## src/idac_map.svh

```systemverilog
`ifndef IDAC_MAP_SVH
`define IDAC_MAP_SVH

// Address byte values of the serial input shift register
`define IDAC_ADDR_DATA 8'h01
`define IDAC_ADDR_READ 8'h02
`define IDAC_ADDR_CTRL 8'h55
`define IDAC_ADDR_RST 8'h56

// Read-back selection, low two data bits of a read frame
`define IDAC_RDSEL_STATUS 2'h0
`define IDAC_RDSEL_DATA 2'h1
`define IDAC_RDSEL_CTRL 2'h2

// Frame layout
`define IDAC_FRAME_BITS 5'h18
`define IDAC_ADDR_MSB 23
`define IDAC_ADDR_LSB 16
`define IDAC_RST_BIT 0

// Range select codes
`define IDAC_RANGE_4_20 3'h5
`define IDAC_RANGE_0_20 3'h6
`define IDAC_RANGE_0_24 3'h7

// Data register mask: 16-bit variant; the 12-bit variant uses 16'hFFF0
`define IDAC_DATA_MASK 16'hFFFF
`define IDAC_CTRL_MASK 16'h3FFF

// Reset values
`define IDAC_CTRL_RESET 16'h0000
`define IDAC_DATA_RESET 16'h0000
`define IDAC_ZERO_SCALE 16'h0000

// Slew update period is (sr_clock + 1) times this many clk cycles
`define IDAC_SLEW_BASE_CYC 16'h0040

// Synchroniser lane positions
`define IDAC_SY_SCLK 0
`define IDAC_SY_SDIN 1
`define IDAC_SY_LATCH 2
`define IDAC_SY_CLEAR 3
`define IDAC_SY_HEADROOM 4
`define IDAC_SY_OVERTEMP 5
`define IDAC_SY_WIDTH 6

`endif

```

## src/idac_pkg.sv

```systemverilog
package idac_pkg;

  typedef struct packed {
    logic [1:0] zero;
    logic external_resistor_select;
    logic output_enable_bit;
    logic [3:0] sr_clock;
    logic [2:0] sr_step;
    logic slew_control_enable;
    logic daisy_chain_enable;
    logic [2:0] range_select;
  } idac_ctrl_t;

  typedef struct packed {
    logic [12:0] reserved;
    logic iout_fault;
    logic slew_active;
    logic overtemp;
  } idac_status_t;

  typedef struct packed {
    logic sclk;
    logic sdin;
    logic latch_n;
  } idac_serial_t;

  typedef struct packed {
    logic [15:0] dac_code;
    logic [2:0] range_select;
    logic current_output_enable;
    logic external_resistor_select;
    logic hart_path_enable;
  } idac_analog_t;

endpackage

```

## src/idac_sync.sv

```systemverilog
module idac_sync #(
  parameter int WIDTH = 1
) (
  // Clock and reset
  input wire logic clk,
  input wire logic rstn,
  // Asynchronous levels in, synchronised levels out
  input wire logic [WIDTH-1:0] async_in,
  output logic [WIDTH-1:0] sync_out
);

  typedef struct packed {
    logic [WIDTH-1:0] first;
    logic [WIDTH-1:0] second;
  } idac_sync_state_t;

  idac_sync_state_t s;
  idac_sync_state_t next_s;

  // First stage feeds only the second stage
  always_comb begin
    next_s.first = async_in;
    next_s.second = s.first;
  end

  always_ff @(posedge clk) begin
    if (!rstn) begin
      s <= '0;
    end else begin
      s <= next_s;
    end
  end

  assign sync_out = s.second;

endmodule // idac_sync

```

## src/idac_top.sv

```systemverilog
`include "idac_map.svh"

module idac_top
  import idac_pkg::*;
(
  // Clock and reset
  input wire logic clk,
  input wire logic rstn,
  // Serial port pins
  input wire logic sclk,
  input wire logic sdin,
  input wire logic latch_n,
  output logic sdo,
  // Asynchronous clear pin, active high
  input wire logic clear,
  // Analog detectors
  input wire logic headroom_low,
  input wire logic overtemp_detect,
  // Analog controls
  output logic [15:0] dac_code,
  output logic [2:0] range_select,
  output logic current_output_enable,
  output logic external_resistor_select,
  output logic hart_path_enable,
  // Open-drain fault alert
  output logic fault_o,
  output logic fault_oe
);

  typedef struct packed {
    idac_ctrl_t ctrl;
    logic [15:0] data_reg;
    logic [15:0] cur;
    logic cleared;
    logic [23:0] shift_in;
    logic [4:0] bit_cnt;
    logic [15:0] rd_shift;
    logic sdo;
    logic sclk_q;
    logic latch_q;
    logic [15:0] tick_cnt;
    idac_status_t status;
    idac_analog_t analog;
    logic fault_low;
    logic fault_oe;
  } idac_state_t;

  idac_state_t s;
  idac_state_t next_s;
  logic [`IDAC_SY_WIDTH-1:0] sy;
  idac_serial_t ser;

  idac_sync #(
    .WIDTH(`IDAC_SY_WIDTH)
  ) u_sync (
    .clk(clk),
    .rstn(rstn),
    // Latch lane travels inverted so the reset value of the pipe means idle
    .async_in({overtemp_detect, headroom_low, clear, ~latch_n, sdin, sclk}),
    .sync_out(sy)
  );

  assign ser.sclk = sy[`IDAC_SY_SCLK];
  assign ser.sdin = sy[`IDAC_SY_SDIN];
  assign ser.latch_n = ~sy[`IDAC_SY_LATCH];

  function automatic idac_state_t power_on_state();
    idac_state_t r;
    r = '0;
    r.ctrl = idac_ctrl_t'(`IDAC_CTRL_RESET);
    r.data_reg = `IDAC_DATA_RESET;
    r.cur = `IDAC_ZERO_SCALE;
    // Latch idles high, so no false edge after reset
    r.latch_q = 1'b1;
    return r;
  endfunction

  function automatic logic range_valid(input logic [2:0] code);
    logic ok;
    ok = 1'b0;
    case (code)
      `IDAC_RANGE_4_20: ok = 1'b1;
      `IDAC_RANGE_0_20: ok = 1'b1;
      `IDAC_RANGE_0_24: ok = 1'b1;
      default: ok = 1'b0;
    endcase
    return ok;
  endfunction

  // Frame counts as complete once a whole word was clocked in
  function automatic logic frame_complete(input logic [4:0] cnt);
    return cnt >= `IDAC_FRAME_BITS;
  endfunction

  // Word loaded into the read shifter by a read frame
  function automatic logic [15:0] readback_word(
    input logic [1:0] sel,
    input idac_status_t st,
    input logic [15:0] dat,
    input idac_ctrl_t ctl
  );
    logic [15:0] w;
    w = 16'h0000;
    case (sel)
      `IDAC_RDSEL_STATUS: w = st;
      `IDAC_RDSEL_DATA: w = dat;
      `IDAC_RDSEL_CTRL: w = ctl;
      default: w = 16'h0000;
    endcase
    return w;
  endfunction

  // Step size doubles with each step code
  function automatic logic [15:0] slew_step(input logic [2:0] code);
    return 16'h0001 << code;
  endfunction

  // Update period in clk cycles; top code gives the slowest ramp
  function automatic logic [15:0] slew_period(input logic [3:0] code);
    logic [15:0] n;
    n = 16'(code) + 16'h0001;
    return n * `IDAC_SLEW_BASE_CYC;
  endfunction

  // One step from cur toward tgt, clamped so it never overshoots
  function automatic logic [15:0] slew_move(
    input logic [15:0] cur,
    input logic [15:0] tgt,
    input logic [15:0] stp
  );
    logic [16:0] up;
    logic [15:0] r;
    up = {1'b0, cur} + {1'b0, stp};
    r = tgt;
    if (cur < tgt) begin
      if (up < {1'b0, tgt}) begin
        r = up[15:0];
      end
    end else if (cur - tgt > stp) begin
      r = cur - stp;
    end
    return r;
  endfunction

  // Live status word; reserved bits always read zero
  function automatic idac_status_t status_word(
    input logic fault,
    input logic slewing,
    input logic hot
  );
    idac_status_t w;
    w = '0;
    w.reserved = 13'h0000;
    w.iout_fault = fault;
    w.slew_active = slewing;
    w.overtemp = hot;
    return w;
  endfunction

  // Output and its coupled path share one enable
  function automatic idac_analog_t analog_word(
    input logic [15:0] code,
    input idac_ctrl_t ctl,
    input logic on
  );
    idac_analog_t a;
    a = '0;
    a.dac_code = code;
    a.range_select = ctl.range_select;
    a.current_output_enable = on;
    a.external_resistor_select = ctl.external_resistor_select;
    a.hart_path_enable = on;
    return a;
  endfunction

  // Daisy chain passes the oldest shifted bit on, else the read-back MSB
  function automatic logic serial_out(
    input logic chain,
    input logic [23:0] shifted,
    input logic [15:0] readback
  );
    return chain ? shifted[23] : readback[15];
  endfunction

  logic sclk_rise;
  logic latch_rise;
  logic latch_fall;
  logic clear_in;
  logic soft_reset;
  logic path_on;
  logic [7:0] frame_addr;
  logic [15:0] frame_data;
  logic [15:0] target;
  logic [15:0] step;
  logic [15:0] period;

  always_comb begin
    next_s = s;
    soft_reset = 1'b0;
    clear_in = sy[`IDAC_SY_CLEAR];
    sclk_rise = ser.sclk & ~s.sclk_q;
    latch_rise = ser.latch_n & ~s.latch_q;
    latch_fall = ~ser.latch_n & s.latch_q;
    frame_addr = s.shift_in[`IDAC_ADDR_MSB:`IDAC_ADDR_LSB];
    frame_data = s.shift_in[15:0];
    next_s.sclk_q = ser.sclk;
    next_s.latch_q = ser.latch_n;

    // Serial shifting while the latch is low
    if (latch_fall) begin
      next_s.bit_cnt = 5'h00;
    end
    if (sclk_rise && !ser.latch_n) begin
      next_s.shift_in = {s.shift_in[22:0], ser.sdin};
      next_s.rd_shift = {s.rd_shift[14:0], 1'b0};
      if (s.bit_cnt != 5'h1F) begin
        next_s.bit_cnt = s.bit_cnt + 5'h01;
      end
    end

    // Frame decode on the latch rising edge
    if (latch_rise) begin
      if (s.bit_cnt == 5'h00) begin
        // Bare latch pulse brings back the held data value
        if (!clear_in) begin
          next_s.cleared = 1'b0;
        end
      end else if (frame_complete(s.bit_cnt)) begin
        case (frame_addr)
          `IDAC_ADDR_DATA: begin
            // Refused while clear is high; a fresh value also ends the hold
            if (!clear_in) begin
              next_s.data_reg = frame_data & `IDAC_DATA_MASK;
              next_s.cleared = 1'b0;
            end
          end
          `IDAC_ADDR_CTRL: begin
            next_s.ctrl = idac_ctrl_t'(frame_data & `IDAC_CTRL_MASK);
          end
          `IDAC_ADDR_RST: begin
            // Only the reset bit is looked at
            soft_reset = frame_data[`IDAC_RST_BIT];
          end
          `IDAC_ADDR_READ: begin
            next_s.rd_shift = readback_word(frame_data[1:0], s.status, s.data_reg, s.ctrl);
          end
          // Status and unknown addresses: nothing is written
          default: next_s.status = s.status;
        endcase
      end
    end

    // Clear holds the output at range bottom and keeps holding after release
    if (clear_in) begin
      next_s.cleared = 1'b1;
    end

    path_on = s.ctrl.output_enable_bit & range_valid(s.ctrl.range_select);
    // Code zero is the bottom of every supported range
    target = (next_s.cleared || !path_on) ? `IDAC_ZERO_SCALE : s.data_reg;

    // Slew engine: steps of 2^sr_step every (sr_clock+1) base periods
    step = slew_step(s.ctrl.sr_step);
    period = slew_period(s.ctrl.sr_clock);
    // A disabled output has nothing to ramp, so it drops straight to zero
    if (!s.ctrl.slew_control_enable || !path_on) begin
      next_s.cur = target;
      next_s.tick_cnt = 16'h0000;
    end else if (s.cur == target) begin
      next_s.tick_cnt = 16'h0000;
    end else if (s.tick_cnt + 16'h0001 >= period) begin
      next_s.tick_cnt = 16'h0000;
      // Ramp toward target, including the ramp down on clear
      next_s.cur = slew_move(s.cur, target, step);
    end else begin
      next_s.tick_cnt = s.tick_cnt + 16'h0001;
    end

    // Status flags follow their causes, not sticky
    next_s.status = status_word(sy[`IDAC_SY_HEADROOM],
      s.ctrl.slew_control_enable && (next_s.cur != target), sy[`IDAC_SY_OVERTEMP]);

    // Open-drain: only ever pull low, several devices share one pull-up
    next_s.fault_low = 1'b0;
    next_s.fault_oe = sy[`IDAC_SY_HEADROOM] | sy[`IDAC_SY_OVERTEMP];

    // Analog controls
    next_s.analog = analog_word(next_s.cur, s.ctrl, path_on);

    // One serial output serves both read-back and daisy chain
    next_s.sdo = serial_out(s.ctrl.daisy_chain_enable, next_s.shift_in, next_s.rd_shift);

    if (soft_reset) begin
      next_s = power_on_state();
      next_s.sclk_q = ser.sclk;
      next_s.latch_q = ser.latch_n;
      // Detector copies are live levels, so a reset must not hide a fault
      next_s.status = status_word(sy[`IDAC_SY_HEADROOM], 1'b0, sy[`IDAC_SY_OVERTEMP]);
      next_s.fault_oe = sy[`IDAC_SY_HEADROOM] | sy[`IDAC_SY_OVERTEMP];
    end
  end

  always_ff @(posedge clk) begin
    if (!rstn) begin
      s <= power_on_state();
    end else begin
      s <= next_s;
    end
  end

  assign sdo = s.sdo;
  assign dac_code = s.analog.dac_code;
  assign range_select = s.analog.range_select;
  assign current_output_enable = s.analog.current_output_enable;
  assign external_resistor_select = s.analog.external_resistor_select;
  assign hart_path_enable = s.analog.hart_path_enable;
  assign fault_o = s.fault_low;
  assign fault_oe = s.fault_oe;

endmodule // idac_top

```

## config.mk

```make
export PLATFORM = sky130hd
export DESIGN_NAME = idac_top
export DESIGN_NICKNAME = d
export VERILOG_FILES = /design/src/idac_pkg.sv /design/src/idac_sync.sv /design/src/idac_top.sv
export VERILOG_INCLUDE_DIRS = /design/src
export SDC_FILE = /design/constraint.sdc
export NUM_CORES = 1
export LEC_CHECK = 0
export BUFFER_PORTS_ARGS = -buffer_cell sky130_fd_sc_hd__buf_2
export CORE_MARGIN = 2
export CORE_UTILIZATION = 57
export DETAILED_ROUTE_END_ITERATION = 8
export HOLD_SLACK_MARGIN = 0.08
export PLACE_DENSITY = 0.86
export RECOVER_POWER = 25
export SLEW_MARGIN = 20
export SYNTH_ARGS = -nofsm -noshare
export SYNTH_HDL_FRONTEND = slang
export SYNTH_SLANG_ARGS = --single-unit
```

## constraint.sdc

```tcl
create_clock -name clk -period 6.2 [get_ports clk]
set_input_delay 1.24 -clock clk [delete_from_list [all_inputs] [get_ports clk]]
set_output_delay 1.24 -clock clk [all_outputs]
set_load 0.02 [all_outputs]
```

==> results of run 1 <==
[cell families after synthesis]
| logic type | share of synthesized area |
|---|---|
| compound gates | 0.239 |
| xor+xnor | 0.0398 |
| fa+ha+maj | 0.0940 |
| buf+inv | 0.0668 |
| flops | 0.273 |
| mux | 0.0437 |
| other cells | 0.000387 |
| simple gates | 0.244 |
[sequential cells by signal, indices dropped and copies added (netlist names)]
register                  flops
frame_data                   16
s                            73
hart_path_enable              1
sdo                           1
frame_addr                    8
u_sync.next_s                 6
fault_oe                      1
external_resistor_select      1
u_sync.sync_out               6
range_select                  3
dac_code                     16
[routing by layer]
metal,vias up,GRT usage,share of wire
met5,-,0,0
met3,140,0.0760,0.094
met1,4428,0.418,0.39
met2,555,0.538,0.45
li1,4467,-,-
met4,0,0.187,0.061
[path summary, 6_finish.rpt]
check / startpoint / to / slack [ps] / cells past startpoint
max: frame_addr[5] / s[25] / 190 / 25
min: u_sync.next_s[5] / u_sync.sync_out[5] / 440 / 1
max reg2reg: frame_addr[5] / s[25] / 190 / 25
min reg2reg: u_sync.next_s[5] / u_sync.sync_out[5] / 440 / 1
[where the power goes]
group / total (mW) / switching, mW / internal [mW]
logic: 0.0320 / 0.0228 / 0.00915
clock network: 1.03 / 0.454 / 0.579
registers: 0.858 / 0.00374 / 0.855
total: 1.92 / 0.480 / 1.44
[per-stage QoR]
step	TNS, ps	setup slack, ps	hold slack, ps	cells	power, mW
final	0	194	440	1470	1.92
after floorplan	0	420	412	1231	0.898
after detailed placement	-21.9	-21.9	422	1431	0.909
after CTS	0	30.7	440	1463	1.93
after global routing	-50.7	-42.1	453	1470	1.98
after global placement	0	129	414	1431	0.909
[layout make-up]
class / instances / area [um2]
repair buffers: 78 / 551
fillers: 1375 / 5790
clock buffers: 17 / 425
clock inverters: 15 / 180
flip-flops and latches: 132 / 2640
multi-input cells: 958 / 6530
well taps: 220 / 275
inverters: 50 / 188
[synth_stat cells (all sizes together) (10+ instances only)]
cell type  count  area share
a211oi        39       0.030
or2           10      0.0065
a21oi         84       0.044
o211ai        15       0.012
a21o          12      0.0093
mux2i         40       0.041
and3          10      0.0065
a31oi         11      0.0071
o21ai         46       0.024
inv           50       0.019
xor2          14       0.013
nand4         16       0.010
ha            68       0.088
nand3         39       0.020
a221oi        14       0.013
clkbuf        53       0.021
dfxtp        132        0.27
nand2        117       0.045
buf           38       0.027
nor2b         18       0.012
nor3          36       0.019
xnor2         30       0.027
o21a          12      0.0093
and2          46       0.030
nand2b        16       0.010
nor2         102       0.040
a22oi         16       0.012
[what timing repair did]
item                                    CTS  global route
pin swaps                                 0             6
setup buffers                             0             5
cloned                                    0             2
endpoints found under the setup margin    3            13
gates resized for setup                   1            21
hold buffers                              0             0
==> insert_results.sql, run 1 <==
INSERT INTO impl_metrics (metric_group, metric, value, unit) VALUES
('status', 'run_status', 'finished, violations left', ''),
('status', 'violations_in_the_final_reports', 'capacitance limit, slew limit', ''),
('sta', 'layout_min_cycle_time', '6010', 'ps'),
('critical_path', 'worst_path_largest_cell_delay', '520', 'ps'),
('drt', 'vias_per_cell', '6.52', ''),
('layout', 'most-common-layout-cells', '132 x dfxtp_1, 116 x nand2_1, 101 x nor2_1', ''),
('clock_tree', 'insertion_delay', '430', 'ps'),
('sta', 'finalCritPeriodShare', '0.969', ''),
('drt', 'detailroute.via_count', '9590', ''),
('global_route', 'grt_pass1_vias', '8936', ''),
('placement', 'gp_congestion', '1.03', ''),
('clock_tree', 'cts_sinks', '132', ''),
('drt', 'drt.antenna.violating_nets', '0', ''),
('power_and_ir_drop', 'p_leak', '4.60', 'nW'),
('layout', 'final_area', '10800', 'um2'),
('drt', 'firstDrtPassIters', '7', ''),
('sta', 'finalHoldViolCount', '0', ''),
('power_and_ir_drop', 'worst_ir_drop_vdd', '0.248', 'mV'),
('yosys', 'postSynthCellCount', '1226', ''),
('flow_run', 'maxCapViolCount', '1', ''),
('sta', 'max_freq', '166', 'MHz'),
('yosys', 'post_synth_edffs', '0', ''),
('critical_path', 'cp_max_fo', '7', ''),
('yosys', 'synthesis.yosys.warnings', '0', ''),
('placement', 'post-dp-hpwl', '22300', 'um'),
('drt', 'drc', '0', ''),
('sta', 'slew_violations', '39', ''),
('layout', 'final_common_cell', 'dfxtp_1', ''),
('sta', 'timing.clock.skew', '13.5', 'ps'),
('layout', 'flow.area_growth_from_synthesis', '11.4', '%'),
('yosys', 'synth_seq_cells', '132', ''),
('global_route', 'grt_start_max_net_pins', '55', ''),
('yosys', 'ys_dominant_reg_cell', 'dfxtp_1', ''),
('clock_tree', 'clock_tree_from_tritoncts', 'done', ''),
('clock_tree', 'cts.clk_slew.worst_paths', '70', 'ps'),
('clock_tree', 'cts_made_buffers', '17', ''),
('clock_tree', 'clock_path_buffers', '2', ''),
('critical_path', 'crit_path_start_kind', 'flip-flop', ''),
('clock_tree', 'clk_tree_root_cell', 'clkbuf_16', ''),
('yosys', 'syn-mean-instance-area', '7.90', 'um2'),
('die', 'coreArea', '16600', 'um2'),
('critical_path', 'cp.buffers_inverters', '3', ''),
('placement', 'io_buffer_count', '31', ''),
('global_route', 'grt_first_pass_wirelength', '47600', 'um'),
('drt', 'detailedRoute.firstIterationViolations', '1205', ''),
('sta', 'worstMarginPinSlew', '1690', 'ps'),
('die', 'ioPinCount', '33', ''),
('yosys', 'post_synth_arst_share', '0', ''),
('critical_path', 'timing.critical_path.to_type', 'flip-flop', ''),
('global_route', 'antenna_found_initial', '0', ''),
('die', 'die_x', '134', 'um'),
('worst_hold_path', 'min-delay-path-class', 'flip-flop to flip-flop', ''),
('layout', 'drive_above_1_share', '0.126', ''),
('die', 'rows', '47', ''),
('die', 'die-area', '18100', 'um2'),
('layout', 'diodes', '0', ''),
('yosys', 'synth-seq-area-share', '0.273', ''),
('placement', 'placement.cell_area', '10000', 'um2'),
('critical_path', 'crit_arrival', '6310', 'ps'),
('yosys', 'post_syn_area', '9690', 'um2'),
('power_and_ir_drop', 'p_per_area', '178', 'nW/um2'),
('die', 'chipHeight', '134', 'um'),
('sta', 'max-slew-margin-rel', '-0.123', ''),
('drt', 'wl_per_cell', '21.0', 'um'),
('clock_tree', 'number_of_h_tree_levels', '4', ''),
('drt', 'routed_wl', '30800', 'um'),
('critical_path', 'cpLargestDelayFamily', 'simple AND/OR/NAND/NOR gates', ''),
('sta', 'finalSetupViolations', '0', ''),
('critical_path', 'critPathKind', 'flip-flop to flip-flop', ''),
('layout', 'fin_nets', '1316', ''),
('critical_path', 'cpMaxStageDelayCell', 'or4b_4', ''),
('global_route', 'grt-ovfl-total', '0', ''),
('die', 'floorplan.initialDensity', '0.584', ''),
('critical_path', 'worst_ep_required_time', '6510', 'ps'),
('global_route', 'gr-usage-all-layers', '0.336', ''),
('layout', 'finalCoreUtilization', '0.651', ''),
('yosys', 'synth.distinct_cells', '90', '');
Power figures use the tool's default switching activity.
==> inputs of run 2 (changes only) <==
--- a/config.mk
+++ b/config.mk
@@ -6,6 +6,7 @@
 export SDC_FILE = /design/constraint.sdc
 export NUM_CORES = 1
 export LEC_CHECK = 0
+export ABC_AREA = 1
 export BUFFER_PORTS_ARGS = -buffer_cell sky130_fd_sc_hd__buf_2
 export CORE_MARGIN = 2
 export CORE_UTILIZATION = 57
@@ -13,6 +14,7 @@
 export HOLD_SLACK_MARGIN = 0.08
 export PLACE_DENSITY = 0.86
 export RECOVER_POWER = 25
+export REMOVE_ABC_BUFFERS = 1
 export SLEW_MARGIN = 20
 export SYNTH_ARGS = -nofsm -noshare
 export SYNTH_HDL_FRONTEND = slang
==> run 2 against run 1 <==
  * Synthesized cell count increased by 19%
  * The run now ends clean
  * Routed wire length decreased by 17%
  * Clock skew decreased by 1.1 ps
  * Die area decreased by 1.6%
  * Largest cell class unchanged
  * Highest routed layer unchanged
  * Clock power about the same
  * Global-route usage decreased by 4.3 points
  * Sequential cell count unchanged
==> insert_results.sql, run 2 <==
INSERT INTO impl_metrics (metric_group, metric, value, unit) VALUES
('status', 'run_status', 'completed', ''),
('critical_path', 'crit_arrival', '5690', 'ps'),
('clock_tree', 'cts_made_buffers', '17', ''),
('sta', 'worstMarginPinSlew', '1030', 'ps'),
('yosys', 'synth_xor_area_frac', '0.0368', ''),
('layout', 'finalCoreUtilization', '0.623', ''),
('drt', 'drt.antenna.violating_nets', '0', ''),
('sta', 'max-slew-margin-rel', '0.309', ''),
('worst_hold_path', 'min_to', 'u_sync.sync_out[4]', ''),
('sta', 'layout_min_cycle_time', '5430', 'ps'),
('critical_path', 'worst_r2r_startpoint', 's[75]', ''),
('yosys', 'post_synth_arst_share', '0', ''),
('critical_path', 'cp_max_fo', '16', ''),
('yosys', 'synth_compound_area_frac', '0.138', ''),
('clock_tree', 'insertion_delay', '420', 'ps'),
('clock_tree', 'number_of_h_tree_levels', '4', ''),
('critical_path', 'cp.buffers_inverters', '2', ''),
('critical_path', 'worst_path_largest_cell_delay', '430', 'ps'),
('yosys', 'syn-mean-instance-area', '6.56', 'um2'),
('layout', 'most-common-layout-cells', '330 x nand2_1, 215 x inv_1, 136 x nand3_1', ''),
('power_and_ir_drop', 'p_per_area', '185', 'nW/um2'),
('global_route', 'grt_pass1_vias', '9067', ''),
('placement', 'post-dp-hpwl', '18600', 'um'),
('yosys', 'most_numerous_cell_in_the_yosys_netlist', 'nand2_1', ''),
('layout', 'max_ffs_per_register', '73', ''),
('layout', 'drive_above_1_share', '0.0817', ''),
('layout', 'final_area', '10300', 'um2'),
('sta', 'max_freq', '184', 'MHz'),
('yosys', 'main_combinational_cell_family_by_area_after_synthesis', 'simple AND/OR/NAND/NOR gates', ''),
('global_route', 'gr-usage-all-layers', '0.293', ''),
('clock_tree', 'cts_hold_bufs', '0', ''),
('worst_hold_path', 'min-delay-path-class', 'flip-flop to flip-flop', ''),
('clock_tree', 'clk_tree_root_cell', 'clkbuf_16', ''),
('critical_path', 'path_common_cell', 'nand2_1', ''),
('clock_tree', 'cts_sinks', '132', ''),
('die', 'ioPinCount', '33', ''),
('clock_tree', 'clock_tree_from_tritoncts', 'done', ''),
('die', 'floorplan.initialDensity', '0.579', ''),
('yosys', 'ys_dominant_reg_cell', 'dfxtp_1', ''),
('yosys', 'synthesis.yosys.warnings', '0', ''),
('yosys', 'synth.top_cell.area_share', '0.277', ''),
('critical_path', 'cpLargestDelayFamily', 'simple AND/OR/NAND/NOR gates', ''),
('sta', 'rsz0062_at_grt', 'false', ''),
('global_route', 'antenna_found_initial', '0', ''),
('sta', 'finalHoldViolCount', '0', ''),
('critical_path', 'ff2ff_path_depth', '37', ''),
('yosys', 'synth.distinct_cells', '50', ''),
('yosys', 'synth-adder-area-share', '0.0956', ''),
('yosys', 'post_syn_area', '9530', 'um2'),
('clock_tree', 'clock_path_buffers', '2', ''),
('worst_hold_path', 'count_of_cells_along_the_worst_hold_path', '2', ''),
('drt', 'wl_per_cell', '15.3', 'um'),
('layout', 'diodes', '0', ''),
('power_and_ir_drop', 'p_leak', '4.63', 'nW'),
('sta', 'finalSetupViolations', '0', ''),
('critical_path', 'cpMaxStageDelayCell', 'nor2_2', ''),
('die', 'die_x', '133', 'um'),
('placement', 'io_buffer_count', '31', ''),
('clock_tree', 'cts.clk_slew.worst_paths', '60', 'ps'),
('yosys', 'netlist_top_cells_area', 'dfxtp_1 28%, nand2_1 13%, ha_1 8.9%', ''),
('drt', 'routed_wl', '25600', 'um'),
('power_and_ir_drop', 'worst_ir_drop_vdd', '0.228', 'mV'),
('global_route', 'grt_start_max_net_pins', '66', ''),
('worst_hold_path', 'hold_start', 'u_sync.next_s[4]', ''),
('layout', 'flow.area_growth_from_synthesis', '7.68', '%'),
('critical_path', 'critPathKind', 'flip-flop to flip-flop', ''),
('layout', 'area_of_the_multi_input_gates', '5710', 'um2'),
('placement', 'gp_congestion', '0.969', ''),
('layout', 'top_register', 's', ''),
('yosys', 'synthTopCellsByCount', '330 x nand2_1, 216 x inv_1, 137 x nand3_1', ''),
('die', 'rows', '47', ''),
('global_route', 'grt-ovfl-total', '0', ''),
('sta', 'timing.clock.skew', '12.5', 'ps'),
('layout', 'fin_nets', '1522', ''),
('layout', 'final_common_cell', 'nand2_1', ''),
('sta', 'finalCritPeriodShare', '0.875', ''),
('critical_path', 'crit_path_start_kind', 'flip-flop', ''),
('critical_path', 'worst_ep_required_time', '6470', 'ps'),
('sta', 'slew_violations', '0', ''),
('placement', 'placement.cell_area', '9650', 'um2'),
('sta', 'fin_tns_setup', '0', 'ps'),
('drt', 'detailedRoute.firstIterationViolations', '829', ''),
('die', 'coreArea', '16500', 'um2'),
('die', 'die-area', '17800', 'um2'),
('drt', 'vias_per_cell', '5.64', ''),
('layout', 'fillers', '1521', ''),
('drt', 'detailroute.via_count', '9449', ''),
('global_route', 'grt_first_pass_wirelength', '42600', 'um'),
('yosys', 'muxShareOfSynthArea', '0', ''),
('yosys', 'basic_gate_share_of_the_synthesized_area_counting_and_or_nand_and_nor_cells', '0.323', ''),
('yosys', 'postSynthCellCount', '1453', ''),
('yosys', 'synth_largest_area_cell', 'dfxtp_1', ''),
('drt', 'drc', '0', ''),
('critical_path', 'worst_r2r_endpoint', 's[25]', ''),
('layout', 'sequential_cell_area', '2640', 'um2'),
('yosys', 'synth_seq_cells', '132', ''),
('flow_run', 'maxCapViolCount', '0', ''),
('yosys', 'synth-seq-area-share', '0.277', ''),
('drt', 'firstDrtPassIters', '6', ''),
('yosys', 'post_synth_edffs', '0', ''),
('die', 'chipHeight', '133', 'um'),
('critical_path', 'timing.critical_path.to_type', 'flip-flop', ''),
('critical_path', 'worst-r2r-setup-slack', '770', 'ps');
-- run 2: power by group --
| part | total [mW] | leakage, nW | switching [mW] | internal [mW] |
|---|---|---|---|---|
| logic | 0.0321 | 3.26 | 0.0237 | 0.00849 |
| registers | 0.860 | 1.07 | 0.00377 | 0.856 |
| clock network | 1.01 | 0.295 | 0.356 | 0.655 |
-- run 2: final cells by class --
cell class                      instances  area share
Clock inverter                          7     0.00914
Multi-Input combinational cell       1034       0.556
Timing Repair Buffer                   39      0.0196
Inverter                              219      0.0803
Clock buffer                           25      0.0502
Sequential cell                       132       0.257
Tap cell                              220      0.0268
-- run 2: stage by stage --
| step | setup slack [ps] | power (mW) | std cells | hold slack, ps |
|---|---|---|---|---|
| after floorplan | 1580 | 0.896 | 1385 | 384 |
| after global placement | 674 | 0.908 | 1644 | 394 |
| after detailed placement | 585 | 0.910 | 1644 | 398 |
| after CTS | 505 | 1.91 | 1676 | 411 |
| after global routing | 236 | 1.95 | 1676 | 426 |
| final | 773 | 1.90 | 1676 | 409 |
-- run 2: per-layer routing --
metal | vias to the layer above | share of wire | wire length, um | global-route usage
li1 | 4661 | - | - | -
met1 | 4303 | 0.42 | 10700 | 0.358
met2 | 401 | 0.47 | 12100 | 0.503
met3 | 84 | 0.068 | 1740 | 0.0537
met4 | 0 | 0.040 | 1020 | 0.130
met5 | - | 0 | 0 | 0
-- run 2: worst register-to-register path, delay by kind of cell, from the launching register on --
| kind | cells | cell delay, ps |
|---|---|---|
| DFF | 1 | 330 |
| xor gates and xnor gates | 1 | 200 |
| AOI/OAI and AO/OA | 3 | 360 |
| buffers and inverters | 2 | 350 |
| and+or+nand+nor | 28 | 3270 |
| adders and majority gates | 3 | 780 |
-- run 2: repair_timing --
item | 4_1_cts | 5_1_grt
buffers inserted | 0 | 0
endpoints found under the setup margin | 0 | 1
gates resized for setup | 0 | 3
-- run 2: kinds of logic (layout without fill, tap and decap cells) --
kind of cell             count (synthesis)  after routing
AND/OR/NAND/NOR                        685            685
buffers and inverters                  292            290
AO/OA/AOI/OAI                          232            232
flip-flops                             132            132
adder cells (fa/ha/maj)                 71             71
XOR/XNOR                                40             40
other                                    1              6
-- run 2: how the worst max path moves through the flow --
| stage | slack, ps | cells after the start | startpoint | to |
|---|---|---|---|---|
| 3_5_place_dp | 590 | 37 | s[75] | s[25] |
| 2_1_floorplan | 1580 | 38 | s[75] | s[25] |
| 4_1_cts | 500 | 37 | s[75] | s[25] |
| 5_1_grt | 240 | 39 | s[75] | s[25] |
| 3_3_place_gp | 670 | 37 | s[75] | s[25] |
| 6_report | 770 | 37 | s[75] | s[25] |
==> inputs of run 3 (changes only) <==
--- a/config.mk
+++ b/config.mk
@@ -6,7 +6,7 @@
 export SDC_FILE = /design/constraint.sdc
 export NUM_CORES = 1
 export LEC_CHECK = 0
-export ABC_AREA = 1
+export ABC_AREA = 0
 export BUFFER_PORTS_ARGS = -buffer_cell sky130_fd_sc_hd__buf_2
 export CORE_MARGIN = 2
 export CORE_UTILIZATION = 57
==> run 3 against run 2 <==
  * The flow now finishes with violations (capacitance limit, slew limit)
  * Non-clock buffer count increased by 31
  * Clock power about the same
  * Maximum frequency fell by 9.1%
  * Final area grew 3.7%
  * Worst hold slack gained 23 ps
  * Sequential share of layout area down 0.89 points
  * Worst setup slack lost 540 ps
  * Die area is 1.6% higher
  * Critical path depth decreased by 18
  * Largest cell class unchanged
  * Highest routed layer is now met5
==> insert_results.sql, run 3 (same netlist as run 1, synthesis figures left out) <==
INSERT INTO impl_metrics (metric_group, metric, value, unit) VALUES
('layout', 'diodes', '0', ''),
('placement', 'gp_congestion', '1.06', ''),
('clock_tree', 'cts.clk_slew.worst_paths', '70', 'ps'),
('layout', 'top_register', 's', ''),
('worst_hold_path', 'min-delay-path-class', 'flip-flop to flip-flop', ''),
('placement', 'post-dp-hpwl', '21800', 'um'),
('layout', 'max_ffs_per_register', '73', ''),
('die', 'ioPinCount', '33', ''),
('sta', 'fin_tns_setup', '0', 'ps'),
('critical_path', 'critPathKind', 'flip-flop to flip-flop', ''),
('global_route', 'grt_start_max_net_pins', '68', ''),
('sta', 'timing.clock.skew', '12.0', 'ps'),
('sta', 'fin_ws', '232', 'ps'),
('die', 'rows', '47', ''),
('critical_path', 'path_cells', 'or3b_2, ha_1, nor2_1, o211ai_1, nand3_1, or4b_2, xnor2_1, ha_1, nand4_1, nor3_1, a2111oi_1, and3b_1, nand3_1, buf_4, nor2_1, a2111oi_0, a22o_1, nor4_2, a31oi_1', ''),
('die', 'chipHeight', '134', 'um'),
('power_and_ir_drop', 'p_per_area', '176', 'nW/um2'),
('layout', 'final_area', '10600', 'um2'),
('critical_path', 'cpMaxStageDelayCell', 'or4b_2', ''),
('layout', 'sequential_cell_area', '2650', 'um2'),
('clock_tree', 'clock_tree_from_tritoncts', 'done', ''),
('sta', 'worst_hold_slack', '432', 'ps'),
('placement', 'post_placement_worst_setup_slack', '83.3', 'ps'),
('placement', 'io_buffer_count', '31', ''),
('sta', 'max-slew-margin-rel', '-1.01', ''),
('drt', 'firstDrtPassIters', '7', ''),
('clock_tree', 'insertion_delay', '430', 'ps'),
('layout', 'fillers', '1390', ''),
('critical_path', 'cp_max_fo', '10', ''),
('sta', 'finalCritPeriodShare', '0.963', ''),
('global_route', 'grt_first_pass_wirelength', '47500', 'um'),
('global_route', 'gr-usage-all-layers', '0.335', ''),
('clock_tree', 'clock_path_buffers', '2', ''),
('sta', 'max_freq', '168', 'MHz'),
('critical_path', 'crit_arrival', '6270', 'ps'),
('die', 'floorplan.initialDensity', '0.584', ''),
('layout', 'final_common_cell', 'dfxtp_1', ''),
('global_route', 'antenna_found_initial', '1', ''),
('drt', 'detailroute.via_count', '9698', ''),
('drt', 'detailedRoute.firstIterationViolations', '1205', ''),
('status', 'violations_in_the_final_reports', 'capacitance limit, slew limit', ''),
('die', 'coreArea', '16600', 'um2'),
('power_and_ir_drop', 'worst_ir_drop_vdd', '0.235', 'mV'),
('clock_tree', 'clk_tree_root_cell', 'clkbuf_16', ''),
('global_route', 'grt-ovfl-total', '0', ''),
('drt', 'routed_wl', '30600', 'um'),
('critical_path', 'cp.buffers_inverters', '1', ''),
('sta', 'layout_min_cycle_time', '5970', 'ps'),
('drt', 'vias_per_cell', '6.63', ''),
('drt', 'dr.max_layer_used', 'met5', ''),
('layout', 'fin_nets', '1308', ''),
('critical_path', 'worst_ep_required_time', '6510', 'ps'),
('layout', 'drive_above_1_share', '0.111', ''),
('flow_run', 'maxCapViolCount', '1', ''),
('critical_path', 'crit_path_start_kind', 'flip-flop', ''),
('sta', 'finalHoldViolCount', '0', ''),
('sta', 'slew_violations', '27', ''),
('layout', 'most-common-layout-cells', '130 x dfxtp_1, 117 x nand2_1, 101 x nor2_1', ''),
('drt', 'met1_wirelength', '12200', 'um'),
('layout', 'flow.area_growth_from_synthesis', '9.84', '%'),
('clock_tree', 'cts_made_buffers', '17', ''),
('drt', 'met3RoutedLength', '3120', 'um'),
('global_route', 'grt_pass1_vias', '8843', ''),
('drt', 'drc', '0', ''),
('status', 'run_status', 'finished, violations left', ''),
('critical_path', 'timing.critical_path.to_type', 'flip-flop', ''),
('sta', 'worstMarginPinSlew', '2990', 'ps'),
('critical_path', 'cpLargestDelayFamily', 'simple AND/OR/NAND/NOR gates', ''),
('drt', 'wl_per_cell', '20.9', 'um'),
('die', 'die-area', '18100', 'um2'),
('sta', 'finalSetupViolations', '0', ''),
('critical_path', 'worst_path_largest_cell_delay', '610', 'ps'),
('clock_tree', 'number_of_h_tree_levels', '4', ''),
('clock_tree', 'cts_sinks', '132', ''),
('layout', 'area_of_the_multi_input_gates', '6490', 'um2'),
('drt', 'drt.antenna.violating_nets', '0', ''),
('power_and_ir_drop', 'p_leak', '4.49', 'nW'),
('drt', 'dr_wl_met2', '13700', 'um'),
('die', 'die_x', '134', 'um'),
('placement', 'placement.cell_area', '9980', 'um2');
[run 3: report_power, final]
part / internal (mW) / switching, mW / total (mW)
clock network: 0.543 / 0.438 / 0.981
registers: 0.855 / 0.00383 / 0.858
logic: 0.00906 / 0.0226 / 0.0317
total: 1.41 / 0.464 / 1.87
[run 3: final cells by class]
cell class | instances | share of cell area
inverter | 50 | 0.0176
sequential | 132 | 0.249
timing repair buffer | 70 | 0.0436
clock buffer | 18 | 0.0413
clock inverter | 14 | 0.0127
multi-input combinational | 958 | 0.610
tap | 220 | 0.0259
[run 3: final timing paths]
path | startpoint | to | slack [ps] | cells past startpoint
min reg2reg | u_sync.next_s[1] | u_sync.sync_out[1] | 430 | 1
max | s[144] | s[25] | 230 | 19
min | u_sync.next_s[1] | u_sync.sync_out[1] | 430 | 1
max reg2reg | s[144] | s[25] | 230 | 19
[run 3: through the flow]
stage | power (mW) | instances | util
2_1_floorplan | 0.895 | 1140 | -
5_1_grt | 1.92 | 1462 | 0.642
3_3_place_gp | 0.908 | 1427 | 0.602
3_5_place_dp | 0.909 | 1427 | 0.602
6_report | 1.87 | 1462 | 0.642
4_1_cts | 1.88 | 1459 | 0.636
[run 3: layer usage]
metal,vias up,track usage
met4,2,0.170
met1,4483,0.428
met3,145,0.0809
met2,616,0.525
li1,4452,-
met5,-,0
[run 3: repair_timing]
action / 4_1_cts / 5_1_grt
hold endpoints to repair: 0 / 0
hold buffers: 0 / 0
endpoints found under the setup margin: 0 / 11
resized for setup: 0 / 16
buffers inserted: 0 / 2
